==> config.mk <==
export PLATFORM = sky130hd
export DESIGN_NAME = vobei_incrementer
export DESIGN_NICKNAME = d
export VERILOG_FILES = /design/src/logic/vobei_pkg.sv /design/src/logic/vobei_incrementer.sv
export VERILOG_INCLUDE_DIRS = /design/src /design/src/logic
export SDC_FILE = /design/constraint.sdc
export NUM_CORES = 1
export LEC_CHECK = 0
export ABC_CLOCK_PERIOD_IN_PS = 7650
export BUFFER_PORTS_ARGS = -buffer_cell sky130_fd_sc_hd__buf_4
export CORE_UTILIZATION = 45
export CTS_BUF_LIST = sky130_fd_sc_hd__clkbuf_4 sky130_fd_sc_hd__clkbuf_8 sky130_fd_sc_hd__clkbuf_16
export DETAILED_ROUTE_END_ITERATION = 10
export GPL_TIMING_DRIVEN = 0
export PLACE_DENSITY = 0.75
export SLEW_MARGIN = 20
export SYNTH_ARGS = -nofsm -noshare
export SYNTH_HDL_FRONTEND = slang
export SYNTH_SLANG_ARGS = --single-unit
export TNS_END_PERCENT = 10
==> constraint.sdc <==
create_clock -name mclk -period 7.65 [get_ports mclk]
set_input_delay 1.1475 -clock mclk [delete_from_list [all_inputs] [get_ports mclk]]
set_output_delay 1.1475 -clock mclk [all_outputs]
set_load 0.02 [all_outputs]
==> src/logic/vobei_map.svh <==
// Purpose: offsets, field constants and counts for the event incrementer
// Assumes: included by the package and the design file
// Notes:   definitions only
`ifndef VOBEI_MAP_SVH
`define VOBEI_MAP_SVH
`define VOBEI_EV_FP64_SC    16'h80C6
`define VOBEI_EV_FP64_FX    16'h80C7
`define VOBEI_EV_INT_SC     16'h80C8
`define VOBEI_EV_INT_FX     16'h80C9
`define VOBEI_EV_LDST_SC    16'h80CA
`define VOBEI_EV_LDST_FX    16'h80CB
`define VOBEI_EV_LD_SC      16'h80CC
`define VOBEI_EV_LD_FX      16'h80CD
`define VOBEI_EV_ST_SC      16'h80CE
`define VOBEI_EV_ST_FX      16'h80CF
`define VOBEI_EV_LDSTB_SC   16'h80DA
`define VOBEI_EV_LDSTB_FX   16'h80DB
`define VOBEI_EV_LDB_SC     16'h80DC
`define VOBEI_EV_LDB_FX     16'h80DD
`define VOBEI_EV_STB_SC     16'h80DE
`define VOBEI_EV_STB_FX     16'h80DF
`define VOBEI_GRANULE_BITS  9'h080
`define VOBEI_GRANULE_BYTES 8'h10
`define VOBEI_FP64_SC_INC   8'h02
`define VOBEI_FP64_FX_VEC   8'h02
`define VOBEI_ONE           8'h01
`define VOBEI_TWO           8'h02
`define VOBEI_NUM_EVENTS    16
`endif

==> src/logic/vobei_pkg.sv <==
// Purpose: types shared by the event incrementer
// Assumes: vobei_map.svh holds the numeric constants
// Notes:   class codes are binary, written out
package vobei_pkg;
  `include "vobei_map.svh"

  typedef enum logic [3:0] {
    VOBEI_CL_NONE      = 4'b0000,
    VOBEI_CL_FP64      = 4'b0001,
    VOBEI_CL_INT       = 4'b0010,
    VOBEI_CL_LOAD      = 4'b0011,
    VOBEI_CL_STORE     = 4'b0100,
    VOBEI_CL_PAIR_LD   = 4'b0101,
    VOBEI_CL_PAIR_ST   = 4'b0110,
    VOBEI_CL_ATOM_LD   = 4'b0111,
    VOBEI_CL_ATOM_ST   = 4'b1000,
    VOBEI_CL_REPL1     = 4'b1001,
    VOBEI_CL_REPLQ     = 4'b1010,
    VOBEI_CL_MULTI_LD  = 4'b1011,
    VOBEI_CL_MULTI_ST  = 4'b1100
  } vobei_class_t;

  // one speculatively executed instruction from the pipeline
  typedef struct packed {
    logic         valid;
    vobei_class_t iclass;
    logic         scalable;   // scalable-vector form
    logic         vector;     // fixed-width vector, else scalar
    logic         fused;      // fused multiply-add / multiply-accumulate
    logic [7:0]   container_bits;
    logic [7:0]   memory_element_bits;
    logic [2:0]   regs;       // registers transferred, 1..4
  } vobei_instr_t;

  typedef logic [7:0] vobei_inc_t;

  typedef struct packed {
    vobei_inc_t fp64_scalable_ops_event;
    vobei_inc_t fp64_fixed_ops_event;
    vobei_inc_t int_scalable_ops_event;
    vobei_inc_t int_fixed_ops_event;
    vobei_inc_t ldst_scalable_ops_event;
    vobei_inc_t ldst_fixed_ops_event;
    vobei_inc_t ld_scalable_ops_event;
    vobei_inc_t ld_fixed_ops_event;
    vobei_inc_t st_scalable_ops_event;
    vobei_inc_t st_fixed_ops_event;
    vobei_inc_t ldst_scalable_bytes_event;
    vobei_inc_t ldst_fixed_bytes_event;
    vobei_inc_t ld_scalable_bytes_event;
    vobei_inc_t ld_fixed_bytes_event;
    vobei_inc_t st_scalable_bytes_event;
    vobei_inc_t st_fixed_bytes_event;
  } vobei_incs_t;
endpackage

==> src/logic/vobei_incrementer.sv <==
// Purpose: per-instruction increments for element and byte events
// Assumes: one instruction per cycle, fields valid with instr.valid
// Notes:   increments registered one cycle after the instruction
//
// How it works
// - scalable fp64 adds 2, fused 4
// - only scalable fp64 ops feed that event
// - fixed fp64: vector 2, scalar 1, fused doubled
// - scalable int adds 128/container, fused doubled
// - fixed int: elements or 1, fused doubled
// - scalable ldst: 128/container times registers
// - fixed ldst: single 1, pair 2, atomics
// - replicate loads and multi-structure fixed ldst
// - scalable loads: 128/container times registers
// - fixed loads: single, pair, atomic, replicate, multi
// - scalable stores: 128/container times registers
// - fixed stores: single, pair, atomic, multi
// - scalable ldst bytes: 16/(container/memory) times regs
// - fixed ldst bytes: memory/8, doubled pair, atomic load
// - quadword replicate 16, multi bytes times regs
// - scalable load bytes likewise
// - fixed load bytes per access kind
// - scalable store bytes likewise
// - fixed store bytes per access kind
`timescale 1ns/100ps
`default_nettype none
`include "vobei_map.svh"

module vobei_incrementer
  import vobei_pkg::*;
(
  input  wire logic         mclk,
  input  wire logic         rst,
  input  wire vobei_instr_t instr,
  output var  vobei_incs_t  incs
);

  ////////////////////////////////////////////////////////////////////////////
  // shared arithmetic

  // elements in a 128-bit granule; unknown sizes give zero
  function automatic vobei_inc_t per_granule(input logic [7:0] bits);
    unique case (bits)
      8'h08:   per_granule = 8'h10;
      8'h10:   per_granule = 8'h08;
      8'h20:   per_granule = 8'h04;
      8'h40:   per_granule = 8'h02;
      8'h80:   per_granule = 8'h01;
      default: per_granule = 8'h00;
    endcase
  endfunction

  function automatic vobei_inc_t bytes_of(input logic [7:0] bits);
    bytes_of = {3'h0, bits[7:3]};
  endfunction

  function automatic vobei_inc_t times_regs(input vobei_inc_t v,
                                             input logic [2:0] r);
    logic [10:0] p;
    p = 11'(v) * 11'(r);
    times_regs = p[7:0];
  endfunction

  ////////////////////////////////////////////////////////////////////////////
  // decode

  vobei_incs_t  nxt_incs;
  vobei_inc_t   gran_c;
  vobei_inc_t   gran_m;
  vobei_inc_t   bytes_m;
  vobei_inc_t   sc_bytes;
  vobei_inc_t   one_elem;
  logic         is_ld;
  logic         is_st;

  always_comb
  begin
    gran_c   = per_granule(instr.container_bits);
    gran_m   = per_granule(instr.memory_element_bits);
    bytes_m  = bytes_of(instr.memory_element_bits);
    // 16/(c/m) = 16*m/c = bytes per 128-bit register given container
    sc_bytes = 8'(gran_c * bytes_m);
    one_elem = instr.vector ? gran_c : `VOBEI_ONE;
    nxt_incs = '0;
    is_ld    = 1'b0;
    is_st    = 1'b0;
    if (instr.valid)
    begin
      unique case (instr.iclass)
        VOBEI_CL_FP64:
        begin
          if (instr.scalable)
            nxt_incs.fp64_scalable_ops_event = instr.fused ?
              8'(`VOBEI_FP64_SC_INC << 1) : `VOBEI_FP64_SC_INC;
          else
            nxt_incs.fp64_fixed_ops_event =
              (instr.vector ? `VOBEI_FP64_FX_VEC : `VOBEI_ONE)
              << instr.fused;
        end
        VOBEI_CL_INT:
        begin
          if (instr.scalable)
            nxt_incs.int_scalable_ops_event = 8'(gran_c << instr.fused);
          else
            nxt_incs.int_fixed_ops_event = 8'(one_elem << instr.fused);
        end
        VOBEI_CL_LOAD, VOBEI_CL_STORE:
        begin
          is_ld = (instr.iclass == VOBEI_CL_LOAD);
          is_st = !is_ld;
          if (instr.scalable)
          begin
            nxt_incs.ldst_scalable_ops_event =
              times_regs(gran_c, instr.regs);
            nxt_incs.ldst_scalable_bytes_event =
              times_regs(sc_bytes, instr.regs);
          end
          else
          begin
            nxt_incs.ldst_fixed_ops_event = `VOBEI_ONE;
            nxt_incs.ldst_fixed_bytes_event = bytes_m;
          end
        end
        VOBEI_CL_PAIR_LD, VOBEI_CL_PAIR_ST:
        begin
          is_ld = (instr.iclass == VOBEI_CL_PAIR_LD);
          is_st = !is_ld;
          nxt_incs.ldst_fixed_ops_event = `VOBEI_TWO;
          nxt_incs.ldst_fixed_bytes_event = 8'(bytes_m << 1);
        end
        VOBEI_CL_ATOM_LD:
        begin
          nxt_incs.ldst_fixed_ops_event = `VOBEI_TWO;
          nxt_incs.ldst_fixed_bytes_event = 8'(bytes_m << 1);
          nxt_incs.ld_fixed_ops_event = `VOBEI_ONE;
          nxt_incs.ld_fixed_bytes_event = bytes_m;
          nxt_incs.st_fixed_bytes_event = bytes_m;
        end
        VOBEI_CL_ATOM_ST:
        begin
          nxt_incs.ldst_fixed_ops_event = `VOBEI_ONE;
          nxt_incs.ldst_fixed_bytes_event = bytes_m;
          nxt_incs.st_fixed_ops_event = `VOBEI_ONE;
        end
        VOBEI_CL_REPL1:
        begin
          nxt_incs.ldst_fixed_ops_event = `VOBEI_ONE;
          nxt_incs.ld_fixed_ops_event = `VOBEI_ONE;
          nxt_incs.ldst_fixed_bytes_event = bytes_m;
          nxt_incs.ld_fixed_bytes_event = bytes_m;
        end
        VOBEI_CL_REPLQ:
        begin
          nxt_incs.ldst_fixed_ops_event = gran_c;
          nxt_incs.ld_fixed_ops_event = gran_c;
          nxt_incs.ldst_fixed_bytes_event = `VOBEI_GRANULE_BYTES;
          nxt_incs.ld_fixed_bytes_event = `VOBEI_GRANULE_BYTES;
        end
        VOBEI_CL_MULTI_LD, VOBEI_CL_MULTI_ST:
        begin
          is_ld = (instr.iclass == VOBEI_CL_MULTI_LD);
          is_st = !is_ld;
          // elements per vector counted from the memory element size
          nxt_incs.ldst_fixed_ops_event =
            times_regs(gran_m, instr.regs);
          nxt_incs.ldst_fixed_bytes_event =
            times_regs(`VOBEI_GRANULE_BYTES, instr.regs);
        end
        default:
        begin
          nxt_incs = '0;
        end
      endcase
      // load and store splits mirror the combined figures
      if (is_ld)
      begin
        nxt_incs.ld_scalable_ops_event =
          nxt_incs.ldst_scalable_ops_event;
        nxt_incs.ld_scalable_bytes_event =
          nxt_incs.ldst_scalable_bytes_event;
        nxt_incs.ld_fixed_ops_event = nxt_incs.ldst_fixed_ops_event;
        nxt_incs.ld_fixed_bytes_event =
          nxt_incs.ldst_fixed_bytes_event;
      end
      if (is_st)
      begin
        nxt_incs.st_scalable_ops_event =
          nxt_incs.ldst_scalable_ops_event;
        nxt_incs.st_scalable_bytes_event =
          nxt_incs.ldst_scalable_bytes_event;
        nxt_incs.st_fixed_ops_event = nxt_incs.ldst_fixed_ops_event;
        nxt_incs.st_fixed_bytes_event =
          nxt_incs.ldst_fixed_bytes_event;
      end
    end
  end

  ////////////////////////////////////////////////////////////////////////////
  // registered increments; counters take them the next cycle
  // one register per event so each output is a plain flop

  vobei_inc_t fp64_sc_ops_ff;
  vobei_inc_t fp64_fx_ops_ff;
  vobei_inc_t int_sc_ops_ff;
  vobei_inc_t int_fx_ops_ff;
  vobei_inc_t ldst_sc_ops_ff;
  vobei_inc_t ldst_fx_ops_ff;
  vobei_inc_t ld_sc_ops_ff;
  vobei_inc_t ld_fx_ops_ff;
  vobei_inc_t st_sc_ops_ff;
  vobei_inc_t st_fx_ops_ff;
  vobei_inc_t ldst_sc_bytes_ff;
  vobei_inc_t ldst_fx_bytes_ff;
  vobei_inc_t ld_sc_bytes_ff;
  vobei_inc_t ld_fx_bytes_ff;
  vobei_inc_t st_sc_bytes_ff;
  vobei_inc_t st_fx_bytes_ff;

  // floating-point element operations
  always_ff @(posedge mclk)
  begin
    if (rst)
    begin
      fp64_sc_ops_ff <= '0;
      fp64_fx_ops_ff <= '0;
    end
    else
    begin
      fp64_sc_ops_ff <= nxt_incs.fp64_scalable_ops_event;
      fp64_fx_ops_ff <= nxt_incs.fp64_fixed_ops_event;
    end
  end

  // integer element operations
  always_ff @(posedge mclk)
  begin
    if (rst)
    begin
      int_sc_ops_ff <= '0;
      int_fx_ops_ff <= '0;
    end
    else
    begin
      int_sc_ops_ff <= nxt_incs.int_scalable_ops_event;
      int_fx_ops_ff <= nxt_incs.int_fixed_ops_event;
    end
  end

  // combined load and store element operations
  always_ff @(posedge mclk)
  begin
    if (rst)
    begin
      ldst_sc_ops_ff <= '0;
      ldst_fx_ops_ff <= '0;
    end
    else
    begin
      ldst_sc_ops_ff <= nxt_incs.ldst_scalable_ops_event;
      ldst_fx_ops_ff <= nxt_incs.ldst_fixed_ops_event;
    end
  end

  // load element operations
  always_ff @(posedge mclk)
  begin
    if (rst)
    begin
      ld_sc_ops_ff <= '0;
      ld_fx_ops_ff <= '0;
    end
    else
    begin
      ld_sc_ops_ff <= nxt_incs.ld_scalable_ops_event;
      ld_fx_ops_ff <= nxt_incs.ld_fixed_ops_event;
    end
  end

  // store element operations
  always_ff @(posedge mclk)
  begin
    if (rst)
    begin
      st_sc_ops_ff <= '0;
      st_fx_ops_ff <= '0;
    end
    else
    begin
      st_sc_ops_ff <= nxt_incs.st_scalable_ops_event;
      st_fx_ops_ff <= nxt_incs.st_fixed_ops_event;
    end
  end

  // combined load and store bytes
  always_ff @(posedge mclk)
  begin
    if (rst)
    begin
      ldst_sc_bytes_ff <= '0;
      ldst_fx_bytes_ff <= '0;
    end
    else
    begin
      ldst_sc_bytes_ff <= nxt_incs.ldst_scalable_bytes_event;
      ldst_fx_bytes_ff <= nxt_incs.ldst_fixed_bytes_event;
    end
  end

  // load bytes
  always_ff @(posedge mclk)
  begin
    if (rst)
    begin
      ld_sc_bytes_ff <= '0;
      ld_fx_bytes_ff <= '0;
    end
    else
    begin
      ld_sc_bytes_ff <= nxt_incs.ld_scalable_bytes_event;
      ld_fx_bytes_ff <= nxt_incs.ld_fixed_bytes_event;
    end
  end

  // store bytes
  always_ff @(posedge mclk)
  begin
    if (rst)
    begin
      st_sc_bytes_ff <= '0;
      st_fx_bytes_ff <= '0;
    end
    else
    begin
      st_sc_bytes_ff <= nxt_incs.st_scalable_bytes_event;
      st_fx_bytes_ff <= nxt_incs.st_fixed_bytes_event;
    end
  end

  assign incs = '{
    fp64_scalable_ops_event:   fp64_sc_ops_ff,
    fp64_fixed_ops_event:      fp64_fx_ops_ff,
    int_scalable_ops_event:    int_sc_ops_ff,
    int_fixed_ops_event:       int_fx_ops_ff,
    ldst_scalable_ops_event:   ldst_sc_ops_ff,
    ldst_fixed_ops_event:      ldst_fx_ops_ff,
    ld_scalable_ops_event:     ld_sc_ops_ff,
    ld_fixed_ops_event:        ld_fx_ops_ff,
    st_scalable_ops_event:     st_sc_ops_ff,
    st_fixed_ops_event:        st_fx_ops_ff,
    ldst_scalable_bytes_event: ldst_sc_bytes_ff,
    ldst_fixed_bytes_event:    ldst_fx_bytes_ff,
    ld_scalable_bytes_event:   ld_sc_bytes_ff,
    ld_fixed_bytes_event:      ld_fx_bytes_ff,
    st_scalable_bytes_event:   st_sc_bytes_ff,
    st_fixed_bytes_event:      st_fx_bytes_ff
  };

endmodule

`default_nettype wire

==> flow_metrics.tcl, run 1 <==
set metrics [dict create \
    status "finished with violations" \
    violations "design-rule violations" \
    dp_slack_ns -0.117 \
    required_ns 7.89 \
    hold_depth 3 \
    viasPerCell 4.93 \
    hpwlAfterDp_um 10200 \
    wl_per_cell_um 14.5 \
    synth_simple_gate_area_frac 0.212 \
    dpl-instance-area_um2 6680 \
    drive_gt1_frac 0.253 \
    worst_pin_slew_ns 0.657 \
    setup_viol 0 \
    syn_inst 592 \
    worst-path-max-fanout 10 \
    grt_overflow_total 0 \
    fin_ws_ns 0.446 \
    timing.slew.headroom 0.556 \
    die_y_um 112 \
    grt_start_max_net_pins 18 \
    fp.dieW_um 112 \
    post_cts.repair.setup_buffers 0 \
    drt_wl_total_um 13200 \
    worstHoldStart "instr[21]" \
    cp.arrival_ns 7.44 \
    synth.top_cell.area_share 0.408 \
    rows 39 \
    ys_top_cells_by_area "dfxtp_1 (41%), fa_1 (8.2%), ha_1 (7.9%)" \
    synthXorXnorAreaFrac 0.0327 \
    critPathMaxStageDelay_ns 0.55 \
    grt_usage 0.220 \
    min_period_ns 7.20 \
    maxSlewViolCount 0 \
    drt-pass1-iter-count 9 \
    ioPinCount 157 \
    min_delay_worst_endpoint "fp64_sc_ops_ff[2]$_SDFF_PP0_" \
    grt_pass1_vias 4469 \
    yosysMostFrequentCell "dfxtp_1" \
    yosys.area.top_type "dfxtp_1" \
    path_cells "buf_4 > nor4_1 > nand2_1 > nor3b_2 > buf_2 > nand2_1 > fa_1 > fa_1 > inv_1 > fa_1 > ha_1 > xor2_1 > nand2_1 > fa_1 > inv_1 > ha_1 > o21ai_0 > o21bai_1 > a21oi_1 > xnor2_1 > xnor3_1 > xnor2_1 > nor3_1" \
    synth_top_family_by_area "simple AND/OR/NAND/NOR gates" \
    final_net_count 843 \
    netlist_top_cells_count "dfxtp_1 (110), nor2_1 (83), nand2_1 (71)" \
    drcViolationCount 11 \
    cts-htree-levels 3 \
    clock.fmax_mhz 139 \
    async_flop_share 0 \
    clockRootBuffer "clkbuf_16" \
    power.density_nw_per_um2 163 \
    grt_pass1_wl_um 21400 \
    synth_flop_cell "dfxtp_1" \
    p_leak_nw 3.62 \
    slowest_stage "fa_1" \
    critical_path_class "input port to register" \
    m1WireLength_um 5750 \
    critPathMostFrequentCell "fa_1" \
    endpoint_kind "register" \
    cts_tree "yes" \
    rsz0062_at_grt "no" \
    yosys_warnings 0 \
    cts_inserted_buffers 9 \
    fin_area_um2 6990 \
    clkSinkCount 110 \
    port_buffers 138 \
    cap_violations 0 \
    vdd_drop_max_mv 0.107 \
    final_hold_viol_count 0 \
    ys_ff_latch 110 \
    cp-start-kind "input port" \
    ys_seq_area_frac 0.408 \
    drtIter0Drc 270 \
    clkTransAtPathRegs_ns 0.07 \
    antenna_found_initial 0 \
    dr_wl_met3_um 1040 \
    period_share 0.942 \
    coreArea_um2 11600 \
    vias 4467 \
    antennaDiodeCount 0 \
    syn_area_per_cell_um2 9.12 \
    finalNonFillerCells 906 \
    synth_edf_count 0 \
    synth_cell_type_count 53 \
    ant_nets 0 \
    synth_compound_area_frac 0.0899 \
    finalWeightedCongestion 0.880 \
    synth_area_um2 5400 \
    dp.cells 890 \
    power.total_mw 1.14 \
    highest_layer "met4" \
    synth-adder-area-share 0.160 \
    syn_to_final_growth_pct 29.5 \
    hold_class "input port to register" \
    synth_mux_area_frac 0.00742 \
    start_util 0.467 \
    dieArea_um2 12400 \
    clockBufferDepth 2 \
    wl_met2_um 6180 \
]
-- final cells by class --
type,count,area (µm²)
fillers,1027,4570
plain buffers,48,304
flip-flops and latches,110,2200
multi-input cells,404,2790
inverters,47,176
well taps,143,179
clock buffers,11,246
repair buffers,138,1040
clock inverters,5,56.3
-- how the worst max path moves through the flow --
stage / start / to / slack, ns / cells past startpoint
floorplan: instr[12] / ld_sc_bytes_ff[7]$_SDFF_PP0_ / 0.98 / 24
global placement: instr[12] / st_sc_bytes_ff[7]$_SDFF_PP0_ / -0.07 / 23
CTS: instr[12] / st_sc_bytes_ff[7]$_SDFF_PP0_ / 0.23 / 23
detailed placement: instr[12] / st_sc_bytes_ff[7]$_SDFF_PP0_ / -0.12 / 23
global route: instr[12] / st_sc_bytes_ff[7]$_SDFF_PP0_ / 0.01 / 23
finish: instr[12] / st_sc_bytes_ff[7]$_SDFF_PP0_ / 0.45 / 23
-- metrics by stage --
| stage | util | TNS (ns) | hold slack, ns |
|---|---|---|---|
| 6_report | 0.604 | 0 | 1.10 |
| 5_1_grt | 0.604 | 0 | 1.10 |
| 4_1_cts | 0.603 | 0 | 1.08 |
| 3_5_place_dp | 0.577 | -0.281 | 1.47 |
| 3_3_place_gp | 0.577 | -0.0970 | 1.46 |
| 2_1_floorplan | - | 0 | 1.28 |
-- routing by layer --
| layer | global-route usage | vias up |
|---|---|---|
| met5 | 0 | - |
| met4 | 0.0748 | 0 |
| met3 | 0.0659 | 19 |
| met2 | 0.364 | 186 |
| met1 | 0.273 | 2058 |
| li1 | - | 2204 |
-- report_power, final --
group / total, mW / internal, mW / switching, mW
registers: 0.576 / 0.575 / 0.000798
logic: 0.0912 / 0.0353 / 0.0559
clock network: 0.474 / 0.266 / 0.207
total: 1.14 / 0.876 / 0.264
-- critical path, delay by kind of cell --
kind | cells | cell delay (ns)
AO/OA/AOI/OAI | 3 | 0.55
XOR/XNOR | 4 | 0.94
adder cells (fa/ha/maj) | 6 | 2.73
buffers and inverters | 4 | 0.54
AND/OR/NAND/NOR | 6 | 1.56
-- cell usage in the layout (no fill, tap or decap), drive strengths merged, types with 5 or more instances in the layout --
cell type  Yosys  final
dfxtp        110    110
and2          36     36
buf           24    162
and3           5      5
nor2b          5      5
o21ai          9      9
a22oi         10     10
conb           1     18
a21oi         19     19
ha            34     34
nand3          7      7
nor3b          9      9
nor2          83     83
nor3           7      7
clkbuf        23     34
fa            22     22
inv           47     48
xnor2          8      8
nand2         71     71
a21o           9      9
xor2           7      7
-- flip-flops by register name, indices dropped and copies added (netlist names), 8 cells and up --
name / flops
ldst_fx_ops_ff: 8
st_fx_ops_ff: 8
st_sc_ops_ff: 8
ldst_sc_bytes_ff: 8
ld_sc_bytes_ff: 8
ldst_sc_ops_ff: 8
ld_fx_ops_ff: 8
st_sc_bytes_ff: 8
ld_sc_ops_ff: 8
-- cell families (layout without fill, tap and decap cells) --
group | Yosys count | count (layout)
simple gates | 240 | 240
other cells | 1 | 18
flops | 110 | 110
mux | 4 | 4
xor+xnor | 17 | 17
fa+ha+maj | 56 | 56
compound gates | 69 | 69
buf+inv | 95 | 249
-- repair_timing --
| item | in CTS | in global routing |
|---|---|---|
| hold buffers | 0 | 0 |
| resized for setup | 0 | 4 |
| setup endpoints to repair | 0 | 3 |
(Power assumes the default switching activity.)
==> run 2, diff against run 1 <==
--- a/config.mk
+++ b/config.mk
@@ -7,12 +7,12 @@
 export NUM_CORES = 1
 export LEC_CHECK = 0
 export ABC_CLOCK_PERIOD_IN_PS = 7650
-export BUFFER_PORTS_ARGS = -buffer_cell sky130_fd_sc_hd__buf_4
 export CORE_UTILIZATION = 45
 export CTS_BUF_LIST = sky130_fd_sc_hd__clkbuf_4 sky130_fd_sc_hd__clkbuf_8 sky130_fd_sc_hd__clkbuf_16
 export DETAILED_ROUTE_END_ITERATION = 10
+export DONT_BUFFER_PORTS = 1
 export GPL_TIMING_DRIVEN = 0
-export PLACE_DENSITY = 0.75
+export PLACE_DENSITY = 0.64
 export SLEW_MARGIN = 20
 export SYNTH_ARGS = -nofsm -noshare
 export SYNTH_HDL_FRONTEND = slang
==> flow_metrics.tcl, run 2 (same netlist as run 1, synthesis figures left out) <==
set metrics [dict create \
    die_y_um 112 \
    grt_start_max_net_pins 20 \
    vias 3921 \
    cts_tree "yes" \
    cp-start-kind "input port" \
    drive_gt1_frac 0.0880 \
    ioPinCount 157 \
    drt-pass1-iter-count 8 \
    wl_per_cell_um 15.9 \
    endpoint_kind "register" \
    p_leak_nw 2.90 \
    clkTransAtPathRegs_ns 0.07 \
    period_share 0.925 \
    drtIter0Drc 286 \
    drt_wl_total_um 12200 \
    critPathMaxStageDelay_ns 0.55 \
    drcViolationCount 10 \
    fillers 1142 \
    hold_slack_ns 0.938 \
    viasPerCell 5.11 \
    grt_usage 0.199 \
    port_buffers 0 \
    grt_overflow_total 0 \
    violations "design-rule violations" \
    cts-htree-levels 3 \
    cp.arrival_ns 7.29 \
    power.total_mw 1.14 \
    hold_class "input port to register" \
    vdd_drop_max_mv 0.103 \
    clockBufferDepth 2 \
    rows 39 \
    grt_pass1_wl_um 19300 \
    critPathMostFrequentCell "fa_1" \
    grt_pass1_vias 3851 \
    final_net_count 705 \
    hpwlAfterDp_um 9320 \
    cts_inserted_buffers 9 \
    critical_path_class "input port to register" \
    final_hold_viol_count 0 \
    clockRootBuffer "clkbuf_16" \
    multi_input_area_um2 2790 \
    finalWeightedCongestion 0.881 \
    min_period_ns 7.08 \
    final_cell_mix "dfxtp_1 (110), nor2_1 (83), nand2_1 (71)" \
    rsz0062_at_grt "no" \
    required_ns 7.86 \
    antenna_found_initial 0 \
    finalSetupTns_ns 0 \
    ant_nets 0 \
    setup_viol 0 \
    dieArea_um2 12400 \
    clock.fmax_mhz 141 \
    worst_pin_slew_ns 0.631 \
    clkSinkCount 110 \
    fp.dieW_um 112 \
    layout_commonest_cell "dfxtp_1" \
    start_util 0.467 \
    coreArea_um2 11600 \
    regArea_um2 2200 \
    fin_area_um2 5970 \
    worst-path-max-fanout 10 \
    power.density_nw_per_um2 191 \
    slowest_stage "fa_1" \
    maxSlewViolCount 0 \
    cap_violations 0 \
    timing.slew.headroom 0.577 \
    dpl-instance-area_um2 5640 \
    post_cts.repair.setup_buffers 0 \
    path_cells "nor4_1 > nand2_1 > nor3b_2 > buf_2 > nand2_1 > fa_1 > fa_1 > inv_1 > fa_1 > ha_1 > xor2_1 > nand2_1 > fa_1 > inv_1 > ha_1 > o21ai_0 > o21bai_1 > a21oi_1 > xnor2_1 > xnor3_1 > xnor2_1 > nor3_1" \
    syn_to_final_growth_pct 10.5 \
    antennaDiodeCount 0 \
    status "finished with violations" \
]
## run 2: worst max-delay path: cells and delay by family
kind	cells	cell delay [ns]
xor gates and xnor gates	4	1.09
AOI/OAI and AO/OA	3	0.54
adders and majority gates	6	2.74
and+or+nand+nor	6	1.32
buffers and inverters	3	0.43
## run 2: metrics by stage
| step | util | setup slack, ns | cells |
|---|---|---|---|
| floorplan | - | 0.984 | 609 |
| global placement | 0.488 | 0.0664 | 752 |
| detailed placement | 0.488 | -0.0273 | 752 |
| CTS | 0.515 | 0.310 | 768 |
| global route | 0.516 | 0.0878 | 768 |
| finish | 0.516 | 0.573 | 768 |
## run 2: area by class of cell
class | count | area share
buffer | 48 | 0.0510
clock buffer | 10 | 0.0401
clock inverter | 6 | 0.0128
inverter | 47 | 0.0296
multi-input combinational | 404 | 0.468
sequential | 110 | 0.369
tap | 143 | 0.0300
## run 2: routing by layer
metal	track usage	wire, µm
met1	0.246	5340
met2	0.323	5680
met3	0.0680	1040
met4	0.0730	182
met5	0	0
## run 2: power breakdown
group | switching (mW) | internal, mW | total (mW)
combinational | 0.0437 | 0.0232 | 0.0669
clock | 0.224 | 0.270 | 0.494
sequential | 0.00423 | 0.575 | 0.579
total | 0.272 | 0.867 | 1.14
## run 2: timing repair
item	in CTS	in global routing
setup endpoints to repair	0	3
hold buffers	0	0
resized for setup	0	4
## run 2: final timing paths
check,cells past startpoint,from,endpoint,slack (ns)
worst max-delay path,22,instr[12],ld_sc_bytes_ff[7]$_SDFF_PP0_,0.57
worst min-delay path,2,instr[2],ldst_fx_bytes_ff[6]$_SDFF_PP0_,0.94
